$ cat config.mk
export PLATFORM = sky130hd
export DESIGN_NAME = clock_source_select
export DESIGN_NICKNAME = d
export VERILOG_FILES = /design/src/logic/clock_source_select.v
export VERILOG_INCLUDE_DIRS = /design/src /design/src/logic
export SDC_FILE = /design/constraint.sdc
export NUM_CORES = 1
export LEC_CHECK = 0
export BUFFER_PORTS_ARGS = -buffer_cell sky130_fd_sc_hd__buf_2
export CAP_MARGIN = 20
export CELL_PAD_IN_SITES_DETAIL_PLACEMENT = 1
export CELL_PAD_IN_SITES_GLOBAL_PLACEMENT = 1
export CORE_UTILIZATION = 43
export CTS_CLUSTER_DIAMETER = 150
export CTS_CLUSTER_SIZE = 28
export DETAILED_ROUTE_END_ITERATION = 10
export PLACE_DENSITY_LB_ADDON = 0.1
export SYNTH_ARGS = -nofsm -noshare
export SYNTH_HDL_FRONTEND = slang
export SYNTH_SLANG_ARGS = --single-unit
$ cat constraint.sdc
create_clock -name core_clk_in -period 7.6 [get_ports core_clk_in]
set_input_delay 0 -clock core_clk_in [delete_from_list [all_inputs] [get_ports core_clk_in]]
set_output_delay 0 -clock core_clk_in [all_outputs]
set_load 0.05 [all_outputs]
$ cat src/logic/clock_select_regs.vh
// Constants for the clock source select and multiplier control block.
// Assumes fuse pins read 1 when unprogrammed, oscillator ticks as pins.
//
// Notes on behaviour
// - Multiplier runs at 8x its source; low-speed select halves source.
// - Low-speed select cannot be set while multiplier feeds system clock.
// - Multiplier runs if enabled, or fuse code 0001, or 0011.
// - Lock flag set once the multiplier reports lock.
// - RC oscillator and multiplier off in power-down and standby.
// - Code 0011 is legacy mode: RC at 6.4 MHz, multiplier 4x.
// - Low-speed select has no effect in legacy mode.
// - Fuse code decodes to external, multiplier, RC, 128k, crystal, reserved.
// - Fuse bit one is unprogrammed, zero is programmed.
// - Legacy mode divides the system clock by four.
// - Wake from power-down waits on source cycles before execution.
// - Reset delay adds 512 or 8192 watchdog oscillator cycles.
// - External clock: 6 cycles wake; reset 14, 14+4ms, 14+64ms.
// - Multiplier as system clock is divided by four.
// - Multiplier source wake: 14 plus 1K/16K cycles plus 4/64 ms.
// - Some external interrupts detected while I/O clock halted.
// - Converter clock keeps running while core and I/O halted in noise-reduction sleep.
// - Program-memory clock gated together with the core clock.
// - Sleep modes stop unused clocks; core halt stops execution.
`ifndef CLOCK_SELECT_REGS_VH
`define CLOCK_SELECT_REGS_VH
// Register byte offsets
`define REG_CTRL_OFS     8'h00
`define REG_STATUS_OFS   8'h04
`define REG_TRIM_OFS     8'h08
// Control register fields
`define CTRL_LOCK_BIT    0
`define CTRL_ENABLE_BIT  1
`define CTRL_LSS_BIT     2
// Status register fields
`define STAT_SRC_LSB     0
`define STAT_LEGACY_BIT  3
`define STAT_RUN_BIT     4
`define STAT_MULT_BIT    5
`define STAT_FUSE_LSB    8
`define STAT_DLY_LSB     12
// Reset values
`define TRIM_RST         8'h80
// Clock source fuse codes
`define SRC_EXT          4'h0
`define SRC_MULT         4'h1
`define SRC_RC           4'h2
`define SRC_LEGACY       4'h3
`define SRC_LOW128       4'h4
`define SRC_RSV5         4'h5
`define SRC_LFXT         4'h6
`define SRC_RSV7         4'h7
// Decoded source codes
`define SEL_EXT          3'h0
`define SEL_MULT         3'h1
`define SEL_RC           3'h2
`define SEL_LEGACY       3'h3
`define SEL_LOW128       3'h4
`define SEL_LFXT         3'h5
`define SEL_XTAL         3'h6
`define SEL_RSV          3'h7
// Multiplier factors and system dividers
`define MULT_NORMAL      4'h8
`define MULT_LEGACY      4'h4
`define SYSDIV_ONE       3'h1
`define SYSDIV_FOUR      3'h4
// Start-up counts, source cycles
`define CNT_RESET_SRC    16'h000e
`define CNT_WAKE_SRC     16'h0006
`define CNT_MULT_WAKE_1K 16'h040e
`define CNT_MULT_WAKE_16K 16'h400e
// Start-up counts, watchdog oscillator cycles
`define CNT_WDT_4MS      16'h0200
`define CNT_WDT_64MS     16'h2000
`define CNT_NONE         16'h0000
`endif

$ cat src/logic/clock_source_select.v
// Clock source decode, start-up delay sequencing, multiplier control and
// clock domain gating, with an AHB-Lite register slave.
// Assumes fuses, wake, lock and oscillator ticks arrive asynchronously.
//
// The register addresses and the AHB-Lite interface to the registers were decided locally.
`timescale 1ns/1ps
`include "clock_select_regs.vh"
module clock_source_select #(
  parameter SYNC_W = 10
) (
  // Clock and reset
  input  wire        core_clk_in,
  input  wire        rstn_in,
  // AHB-Lite slave
  input  wire        hsel_in,
  input  wire [31:0] haddr_in,
  input  wire [1:0]  htrans_in,
  input  wire        hwrite_in,
  input  wire [2:0]  hsize_in,
  input  wire [31:0] hwdata_in,
  input  wire        hready_in,
  output wire        hreadyout_out,
  output wire        hresp_out,
  output reg  [31:0] hrdata_out,
  // Fuses and asynchronous pins
  input  wire [3:0]  clock_source_fuses_in,
  input  wire [1:0]  startup_time_fuses_in,
  input  wire        wake_in,
  input  wire        multiplier_locked_in,
  input  wire        src_tick_in,
  input  wire        wdt_tick_in,
  // Sleep mode requests from the core
  input  wire        sleep_idle_in,
  input  wire        sleep_adc_nr_in,
  input  wire        sleep_power_down_in,
  input  wire        sleep_standby_in,
  // Clock controls
  output reg  [2:0]  clk_src_sel_out,
  output reg         legacy_mode_out,
  output reg         rc_osc_en_out,
  output reg         multiplier_run_out,
  output reg  [3:0]  multiplier_factor_out,
  output reg         multiplier_src_halve_out,
  output reg  [2:0]  sys_clk_div_out,
  output reg  [7:0]  oscillator_trim_out,
  // Domain gates
  output reg         core_clk_en_out,
  output reg         flash_clk_en_out,
  output reg         io_clk_en_out,
  output reg         adc_clk_en_out,
  output reg         async_int_detect_out,
  output reg         cpu_run_out
);

  // ==========================================================
  // Input synchronisers
  // ==========================================================
  wire [SYNC_W-1:0] raw_in;
  reg  [SYNC_W-1:0] s1_ff;
  reg  [SYNC_W-1:0] s2_ff;
  reg  [SYNC_W-1:0] s3_ff;
  reg  [SYNC_W-1:0] filt_ff;

  assign raw_in = {wdt_tick_in, src_tick_in, multiplier_locked_in,
                   wake_in, startup_time_fuses_in, clock_source_fuses_in};

  // A change only counts once the second and third stages agree
  genvar gi;
  generate
    for (gi = 0; gi < SYNC_W; gi = gi + 1)
    begin : g_sync
      always @(posedge core_clk_in or negedge rstn_in)
      begin
        if (!rstn_in)
        begin
          s1_ff[gi]   <= 1'b1;
          s2_ff[gi]   <= 1'b1;
          s3_ff[gi]   <= 1'b1;
          filt_ff[gi] <= 1'b1;
        end
        else
        begin
          s1_ff[gi] <= raw_in[gi];
          s2_ff[gi] <= s1_ff[gi];
          s3_ff[gi] <= s2_ff[gi];
          if (s2_ff[gi] == s3_ff[gi])
            filt_ff[gi] <= s3_ff[gi];
        end
      end
    end
  endgenerate

  wire [3:0] src_code = filt_ff[3:0];
  wire [1:0] dly_code = filt_ff[5:4];
  wire       wake     = filt_ff[6];
  wire       locked   = filt_ff[7];
  wire       src_lvl  = filt_ff[8];
  wire       wdt_lvl  = filt_ff[9];

  // Rising edges of the oscillator ticks
  reg src_prev_ff;
  reg wdt_prev_ff;
  wire src_tick = src_lvl & ~src_prev_ff;
  wire wdt_tick = wdt_lvl & ~wdt_prev_ff;

  always @(posedge core_clk_in or negedge rstn_in)
  begin
    if (!rstn_in)
    begin
      src_prev_ff <= 1'b1;
      wdt_prev_ff <= 1'b1;
    end
    else
    begin
      src_prev_ff <= src_lvl;
      wdt_prev_ff <= wdt_lvl;
    end
  end

  // ==========================================================
  // Fuse decode
  // ==========================================================
  reg [2:0] sel;
  always @*
  begin
    // Codes compare raw bits: one reads unprogrammed
    case (src_code)
      `SRC_EXT:    sel = `SEL_EXT;
      `SRC_MULT:   sel = `SEL_MULT;
      `SRC_RC:     sel = `SEL_RC;
      `SRC_LEGACY: sel = `SEL_LEGACY;
      `SRC_LOW128: sel = `SEL_LOW128;
      `SRC_LFXT:   sel = `SEL_LFXT;
      `SRC_RSV5:   sel = `SEL_RSV;
      `SRC_RSV7:   sel = `SEL_RSV;
      default:     sel = `SEL_XTAL;
    endcase
  end

  wire mult_sys = (src_code == `SRC_MULT);
  wire legacy   = (src_code == `SRC_LEGACY);

  // ==========================================================
  // Registers over AHB-Lite
  // ==========================================================
  reg        enable_ff;
  reg        lss_ff;
  reg        lock_ff;
  reg  [7:0] trim_ff;
  reg        wr_pend_ff;
  reg  [7:0] wr_addr_ff;
  reg  [7:0] status_st;

  wire take = hsel_in & htrans_in[1] & hready_in;
  wire [7:0] a_ofs = {haddr_in[7:2], 2'b00};

  // Zero wait states, always OKAY
  assign hreadyout_out = 1'b1;
  assign hresp_out     = 1'b0;

  always @(posedge core_clk_in or negedge rstn_in)
  begin
    if (!rstn_in)
    begin
      enable_ff  <= 1'b0;
      lss_ff     <= 1'b0;
      trim_ff    <= `TRIM_RST;
      wr_pend_ff <= 1'b0;
      wr_addr_ff <= 8'h00;
      hrdata_out <= 32'h00000000;
    end
    else
    begin
      wr_pend_ff <= take & hwrite_in;
      wr_addr_ff <= a_ofs;
      if (wr_pend_ff && wr_addr_ff == `REG_CTRL_OFS)
      begin
        enable_ff <= hwdata_in[`CTRL_ENABLE_BIT];
        // Refused while the multiplier drives the system clock
        lss_ff <= hwdata_in[`CTRL_LSS_BIT] & ~mult_sys;
      end
      else if (mult_sys)
        lss_ff <= 1'b0;
      // Trim only forwarded; keeping it low is software's job
      if (wr_pend_ff && wr_addr_ff == `REG_TRIM_OFS)
        trim_ff <= hwdata_in[7:0];
      if (take && !hwrite_in)
      begin
        case (a_ofs)
          `REG_CTRL_OFS:
            hrdata_out <= {29'h0, lss_ff, enable_ff, lock_ff};
          `REG_STATUS_OFS:
            hrdata_out <= {18'h0, dly_code, src_code, 2'b00, status_st[5:0]};
          `REG_TRIM_OFS:
            hrdata_out <= {24'h0, trim_ff};
          default:
            hrdata_out <= 32'h00000000;
        endcase
      end
    end
  end

  // ==========================================================
  // Start-up sequencer
  // ==========================================================
  localparam [5:0] ST_RST_SRC  = 6'b000001;
  localparam [5:0] ST_RST_WDT  = 6'b000010;
  localparam [5:0] ST_RUN      = 6'b000100;
  localparam [5:0] ST_SLEEP    = 6'b001000;
  localparam [5:0] ST_WAKE_SRC = 6'b010000;
  localparam [5:0] ST_WAKE_WDT = 6'b100000;

  reg  [5:0]  state_ff;
  reg  [5:0]  nxt_state;
  reg  [15:0] cnt_ff;
  reg  [15:0] nxt_cnt;
  reg  [15:0] rst_wdt_cnt;
  reg  [15:0] wake_src_cnt;
  reg  [15:0] wake_wdt_cnt;

  wire deep_sleep = sleep_power_down_in | sleep_standby_in;

  always @*
  begin
    if (mult_sys)
    begin
      // Power-on part is 4 ms in every case
      rst_wdt_cnt  = `CNT_WDT_4MS;
      wake_src_cnt = dly_code[0] ? `CNT_MULT_WAKE_16K : `CNT_MULT_WAKE_1K;
      wake_wdt_cnt = dly_code[1] ? `CNT_WDT_64MS : `CNT_WDT_4MS;
    end
    else
    begin
      // Reserved start-up code treated like the shortest
      case (dly_code)
        2'b01:   rst_wdt_cnt = `CNT_WDT_4MS;
        2'b10:   rst_wdt_cnt = `CNT_WDT_64MS;
        default: rst_wdt_cnt = `CNT_NONE;
      endcase
      wake_src_cnt = `CNT_WAKE_SRC;
      wake_wdt_cnt = `CNT_NONE;
    end
  end

  always @*
  begin
    nxt_state = state_ff;
    nxt_cnt   = cnt_ff;
    case (state_ff)
      ST_RST_SRC:
        if (src_tick)
        begin
          nxt_cnt = cnt_ff + 16'h0001;
          if (nxt_cnt >= `CNT_RESET_SRC)
          begin
            nxt_cnt   = 16'h0000;
            nxt_state = (rst_wdt_cnt == `CNT_NONE) ? ST_RUN
                                                   : ST_RST_WDT;
          end
        end
      ST_RST_WDT:
        // Counted on the watchdog oscillator
        if (wdt_tick)
        begin
          nxt_cnt = cnt_ff + 16'h0001;
          if (nxt_cnt >= rst_wdt_cnt)
          begin
            nxt_cnt   = 16'h0000;
            nxt_state = ST_RUN;
          end
        end
      ST_RUN:
        if (deep_sleep)
          nxt_state = ST_SLEEP;
      ST_SLEEP:
        if (wake || !deep_sleep)
        begin
          nxt_cnt   = 16'h0000;
          nxt_state = ST_WAKE_SRC;
        end
      ST_WAKE_SRC:
        // Selected source times the wake-up
        if (src_tick)
        begin
          nxt_cnt = cnt_ff + 16'h0001;
          if (nxt_cnt >= wake_src_cnt)
          begin
            nxt_cnt   = 16'h0000;
            nxt_state = (wake_wdt_cnt == `CNT_NONE) ? ST_RUN
                                                    : ST_WAKE_WDT;
          end
        end
      ST_WAKE_WDT:
        if (wdt_tick)
        begin
          nxt_cnt = cnt_ff + 16'h0001;
          if (nxt_cnt >= wake_wdt_cnt)
          begin
            nxt_cnt   = 16'h0000;
            nxt_state = ST_RUN;
          end
        end
      default:
      begin
        nxt_cnt   = 16'h0000;
        nxt_state = ST_RST_SRC;
      end
    endcase
  end

  always @(posedge core_clk_in or negedge rstn_in)
  begin
    if (!rstn_in)
    begin
      state_ff <= ST_RST_SRC;
      cnt_ff   <= 16'h0000;
    end
    else
    begin
      state_ff <= nxt_state;
      cnt_ff   <= nxt_cnt;
    end
  end

  // ==========================================================
  // Multiplier, lock and domain gating
  // ==========================================================
  wire running = (state_ff == ST_RUN);
  wire asleep  = (state_ff == ST_SLEEP);
  // Oscillator must run through the wake count itself
  wire osc_off = asleep;
  wire mult_on = (enable_ff | mult_sys | legacy) & ~osc_off;

  always @*
  begin
    status_st = {2'b00, mult_on, running, legacy, 3'b000};
    status_st[2:0] = sel;
  end

  always @(posedge core_clk_in or negedge rstn_in)
  begin
    if (!rstn_in)
    begin
      lock_ff                  <= 1'b0;
      clk_src_sel_out          <= `SEL_EXT;
      legacy_mode_out          <= 1'b0;
      rc_osc_en_out            <= 1'b0;
      multiplier_run_out       <= 1'b0;
      multiplier_factor_out    <= `MULT_NORMAL;
      multiplier_src_halve_out <= 1'b0;
      sys_clk_div_out          <= `SYSDIV_ONE;
      oscillator_trim_out      <= `TRIM_RST;
      core_clk_en_out          <= 1'b0;
      flash_clk_en_out         <= 1'b0;
      io_clk_en_out            <= 1'b0;
      adc_clk_en_out           <= 1'b0;
      async_int_detect_out     <= 1'b1;
      cpu_run_out              <= 1'b0;
    end
    else
    begin
      lock_ff <= mult_on & locked;
      clk_src_sel_out <= sel;
      legacy_mode_out <= legacy;
      rc_osc_en_out <= ~osc_off;
      multiplier_run_out <= mult_on;
      multiplier_factor_out <= legacy ? `MULT_LEGACY
                                      : `MULT_NORMAL;
      multiplier_src_halve_out <= lss_ff & ~legacy;
      sys_clk_div_out <= (mult_sys | legacy) ? `SYSDIV_FOUR
                                             : `SYSDIV_ONE;
      oscillator_trim_out <= trim_ff;
      // Core and flash gate together
      core_clk_en_out <= running & ~sleep_idle_in & ~sleep_adc_nr_in;
      flash_clk_en_out <= running & ~sleep_idle_in & ~sleep_adc_nr_in;
      io_clk_en_out <= running & ~sleep_adc_nr_in;
      // Converter keeps its clock in its noise-reduction sleep
      adc_clk_en_out <= running;
      // Asynchronous detect covers the halted I/O clock
      async_int_detect_out <= ~running | sleep_adc_nr_in;
      cpu_run_out <= running & ~sleep_idle_in & ~sleep_adc_nr_in;
    end
  end

endmodule

# == Word level (Yosys, flattened, before mapping) ==
# Memories as Yosys holds them, arrays and structs flattened.
# Index checks and enable logic that the tools add are counted.
# word_totals
regBits,140
romBits,24
memories,1
# classes
addsub,1
magnitude_cmp,4
eq_ne,33
mux,35
bitwise_logic,25
n_reduce_logical,13
# memory_table
memory,depth,width,read_ports,rd_ports_with_merged_regs,write_ports,line_no,source
(no name shown),8,3,1,0,0,clock_source_select.v:127,case (src_code)
# op_table
operator,count
16-bit two-way mux,9
16-bit one-hot mux with 6 select lines,1
6-bit two-way mux,11
16-bit >= comparator,3
14-bit two-way mux,3
14-bit one-hot mux with 3 select lines,1
6-bit one-hot mux with 6 select lines,1
16-bit zero test,2
15-bit two-way mux,2
14-bit one-hot mux with 2 select lines,1
6-bit by 2-bit == test with 1-bit output (second input constant),3
2-bit != test (second input constant),9
16-bit by 1-bit adder with 16-bit output (second input constant),1
16-bit by 4-bit >= comparator with 1-bit output (second input constant),1
8-bit zero test,2
1-bit bitwise AND,12
6-bit by 1-bit == test with 1-bit output (second input constant),2
1-bit == test,10
10-bit AND reduction,1
3-bit two-way mux,3
1-bit inverter,8
6-bit by 3-bit == test with 1-bit output (second input constant),1
6-bit by 4-bit == test with 1-bit output (second input constant),1
6-bit by 5-bit == test with 1-bit output (second input constant),1
14 further kinds,22

# == Longest topological paths before layout ==
# depth
depth_word,8
ltp_mapped,15
depth_no_buf,14

# == Least setup slack after synthesis ==
# OpenSTA, ideal clock, no wires.
# synth_path
path_kind,reg2reg
from,register cnt_ff[0]
to,register state_ff[1]
setup_ns,0.125
t_arrival_ns,3.249
required_time_ns,7.475
path_slack_ns,4.226
path_stages_with_launch,15
period_less_slack_ns,3.374
cell_sequence,dfrtp_1 > clkbuf_2 > nand4_4 > nor3_1 > nand2_1 > xor2_1 > inv_1 > ha_1 > a2111oi_0 > a22o_1 > a41oi_1 > a31oi_1 > or3_1 > buf_2 > mux2_4
# synth_between
elab_chain_len,4
elab_cells_between_ends,10
classes_between,add/sub: 1; order compare: 4; eq/ne: 4; reduce/logical: 1
# synth_rtl
item,line_no,source
start: declaration,clock_source_select.v:215,reg [15:0] cnt_ff;
start signal: assignment,clock_source_select.v:321,cnt_ff <= nxt_cnt;
16-bit by 1-bit adder with 16-bit output (*),n/a,
16-bit >= comparator (tied with other cells),clock_source_select.v:297,if (nxt_cnt >= wake_wdt_cnt)
2-bit != test (no line),n/a,
10-bit AND reduction (no line) (*),n/a,
end signal: assignment,clock_source_select.v:320,state_ff <= nxt_state;
end: declaration,clock_source_select.v:213,reg [5:0] state_ff;
# Every way passes the cells marked *; elsewhere a longest branch is shown, timed or not.
# A chain may end at the register's enable or synchronous reset.

# == Final worst setup path ==
# layout_path
from,register cnt_ff[2]
to,register state_ff[5]
# Same word-level chain as after synthesis.

==> results.py <==
metrics = {
    "grt": {
        "antenna_found_initial": 0,
        "grt_max_degree": 68,
        "grt_usage_pct": 22.2,
        "grt_pass1_vias": 3989,
        "overflow": 0,
        "grt_pass1_wl_mm": 21.2,
    },
    "floorplan": {
        "fp.dieArea_sq_mm": 0.0126,
        "ios": 150,
        "num_rows": 39,
        "die_h_microns": 112,
        "core_area_sq_mm": 0.0116,
        "chipWidth_microns": 112,
        "floorplan.initialDensity_pct": 45.0,
    },
    "layout": {
        "fillers": 1252,
        "diodes": 0,
        "area_growth_pct": 23.7,
        "utilization_pct": 55.6,
        "multi_input_area_sq_mm": 0.00194,
        "drive_gt1_share_pct": 30.7,
        "nets": 657,
        "ff_latch_area_sq_mm": 0.00301,
    },
    "placed_design": {
        "hpwl_mm": 8.28,
        "pre_cts_ws_ns": 3.16,
        "globalplace.congestion": 0.799,
        "io_buffers": 72,
    },
    "clocking": {
        "clk_pin_slew_worst_paths_ns": 0.06,
        "cts-hold-fix-buffers": 32,
        "clock_sinks": 118,
        "htree_levels": 4,
        "cts_resized": 0,
        "postCtsSetupRepairBufs": 0,
        "cts_tree": "done",
        "clockRootBuffer": "clkbuf_16",
        "clk_latency_ns": 0.41,
        "numCtsBuffers": 17,
        "max-clock-path-buffers": 2,
    },
    "synth": {
        "synth_area_leader_cell": "dfrtp_1",
        "synthTopCellsByCount": "70 x dfrtp_1, 48 x dfstp_2, 47 x nand2_1",
        "synth-seq-cells": 118,
        "synthesis.instances": 458,
        "synth_cell_types": 60,
        "yosysMostFrequentCell": "dfrtp_1",
        "yosysWarnings": 0,
        "syn_avg_cell_area_sq_um": 11.4,
        "synth_edf_count": 0,
        "synth-seq-area-share_pct": 57.7,
        "synthFlopType": "dfrtp_1",
        "async_flop_share_pct": 100,
        "synth_top_area_share_pct": 33.5,
        "synth_area_leaders": "dfrtp_1 34%, dfstp_2 24%, buf_4 3.7%, nand2_1 3.4%, o21ai_0 2.2%",
        "syn_area_sq_mm": 0.00522,
    },
    "worst_setup_path": {
        "path_class": "register to register",
        "critical_path_buf_inv_count": 2,
        "startpoint_type": "register",
        "critPathMaxFanout": 10,
        "cp-end-kind": "register",
        "worstRegToRegCells": 13,
        "max_stage_delay_ns": 0.57,
        "path_cells": "nand4_4 > nor3_1 > nand2_1 > xor2_1 > inv_1 > ha_1 > a2111oi_0 > a22o_1 > a41oi_1 > a31oi_1 > buf_4 > or3_1 > mux2_4",
        "crit_family": "compound AO/OA/AOI/OAI gates",
        "critPathArrivalTime_ns": 4.72,
        "cp.depth": 13,
        "worstPathRequired_ns": 7.89,
        "slowest_stage": "nor3_1",
    },
    "routing": {
        "wirelength_mm": 12.8,
        "avgRoutedWirePerCell_microns": 17.9,
        "drc": 5,
        "via_per_inst": 5.25,
        "first_iter_violations": 196,
        "ant_nets": 0,
        "drt_first_pass_iters": 9,
        "vias": 3756,
    },
    "outcome": {
        "outcome": "finished with violations",
        "violations": "design-rule violations",
    },
    "sta": {
        "fin_hold_ws_ns": 0.152,
        "fmax_mhz": 226,
        "setup_viol": 0,
        "fin_crit_ns": 4.43,
        "finalMaxSlewViolations": 0,
        "rsz0062_at_grt": "no",
        "slew_headroom_pct": 43.9,
        "setup_slack_ns": 3.17,
        "skew_ns": 0.0146,
        "final.period_utilization_pct": 58.3,
        "final-hold-violation-count": 0,
        "fin_tns_setup_ns": 0,
        "worst_pin_slew_ns": 0.835,
    },
    "worst_hold_path": {
        "hold_class": "primary input to register",
        "hold_depth": 4,
    },
    "job": {
        "maxCapViolCount": 0,
    },
    "power_and_ir_drop": {
        "powerDensity_mw_per_mm2": 280,
        "p_leak_nw": 2.99,
        "max-vdd-ir-drop_v": 0.000194,
    },
}
==> metal layers <==
layer  global-route usage, %  routed length (microns)
met2                    35.7                     6360
met5                       0                        0
met1                    29.7                     5970
met3                    4.59                      380
met4                    8.44                      136
==> tightest hold or removal path, stage by stage <==
cell and delay, ns:
buf_2 0.10, nor2_1 0.17, nor3_1 0.09, o21bai_1 0.15
==> layout make-up <==
class                           count  area share, %
Inverter                           19           1.10
Clock buffer                       19           7.01
Timing Repair Buffer              108           11.0
Clock inverter                     13           1.49
Sequential cell                   118           46.6
Tap cell                          143           2.77
Multi-Input combinational cell    296           30.0
==> stage by stage <==
stage | power, mW | std cells | cell area (sq um)
floorplan | 0.967 | 479 | 5300
global placement | 1.07 | 652 | 5590
detailed placement | 1.08 | 652 | 5590
CTS | 1.82 | 716 | 6460
global route | 1.89 | 716 | 6460
finish | 1.81 | 716 | 6460
==> final timing paths <==
kind | start | end | slack, ns
min in group asynchronous | rstn_in | cnt_ff[7] | 0.17
setup / recovery | cnt_ff[2] | state_ff[5] | 3.17
hold reg to reg | s1_ff[4] | s2_ff[4] | 0.35
hold / removal | sleep_standby_in | state_ff[3] | 0.15
max in group asynchronous | rstn_in | oscillator_trim_out[1] | 6.19
setup reg to reg | cnt_ff[2] | state_ff[5] | 3.17
==> cell families after synthesis <==
logic type	after synthesis	share of synthesized area [%]
AO/OA/AOI/OAI	81	11.2
XOR/XNOR	10	1.68
adder cells (fa/ha/maj)	19	4.07
buffers and inverters	65	6.73
flip-flops	118	57.7
multiplexers	17	3.67
other	2	0.144
AND/OR/NAND/NOR	146	14.8
==> report_power, final <==
| group | total (mW) | switching, mW | internal, mW |
|---|---|---|---|
| clock | 0.731 | 0.296 | 0.436 |
| combinational | 0.352 | 0.238 | 0.114 |
| sequential | 0.724 | 0.0428 | 0.682 |
==> flip-flops by register name (all words and copies together), names as in the netlist, 4 cells and up <==
| register | count |
|---|---|
| cnt_ff | 16 |
| hrdata_out | 14 |
| s1_ff | 10 |
| s2_ff | 10 |
| s3_ff | 10 |
| oscillator_trim_out | 8 |
| trim_ff | 8 |
| state_ff | 6 |
| wr_addr_ff | 6 |
| filt_ff | 4 |
==> placed cells by master, fill, tap and decap left out, types with 13 or more instances in the layout <==
master,count
a22o_1,13
buf_2,71
clkbuf_16,17
conb_1,23
dfrtp_1,70
dfstp_2,48
dlygate4sd3_1,32
inv_1,19
nand2_1,47
nor2_1,20
o21ai_0,23
No activity file was read; power rests on OpenSTA's default activity.
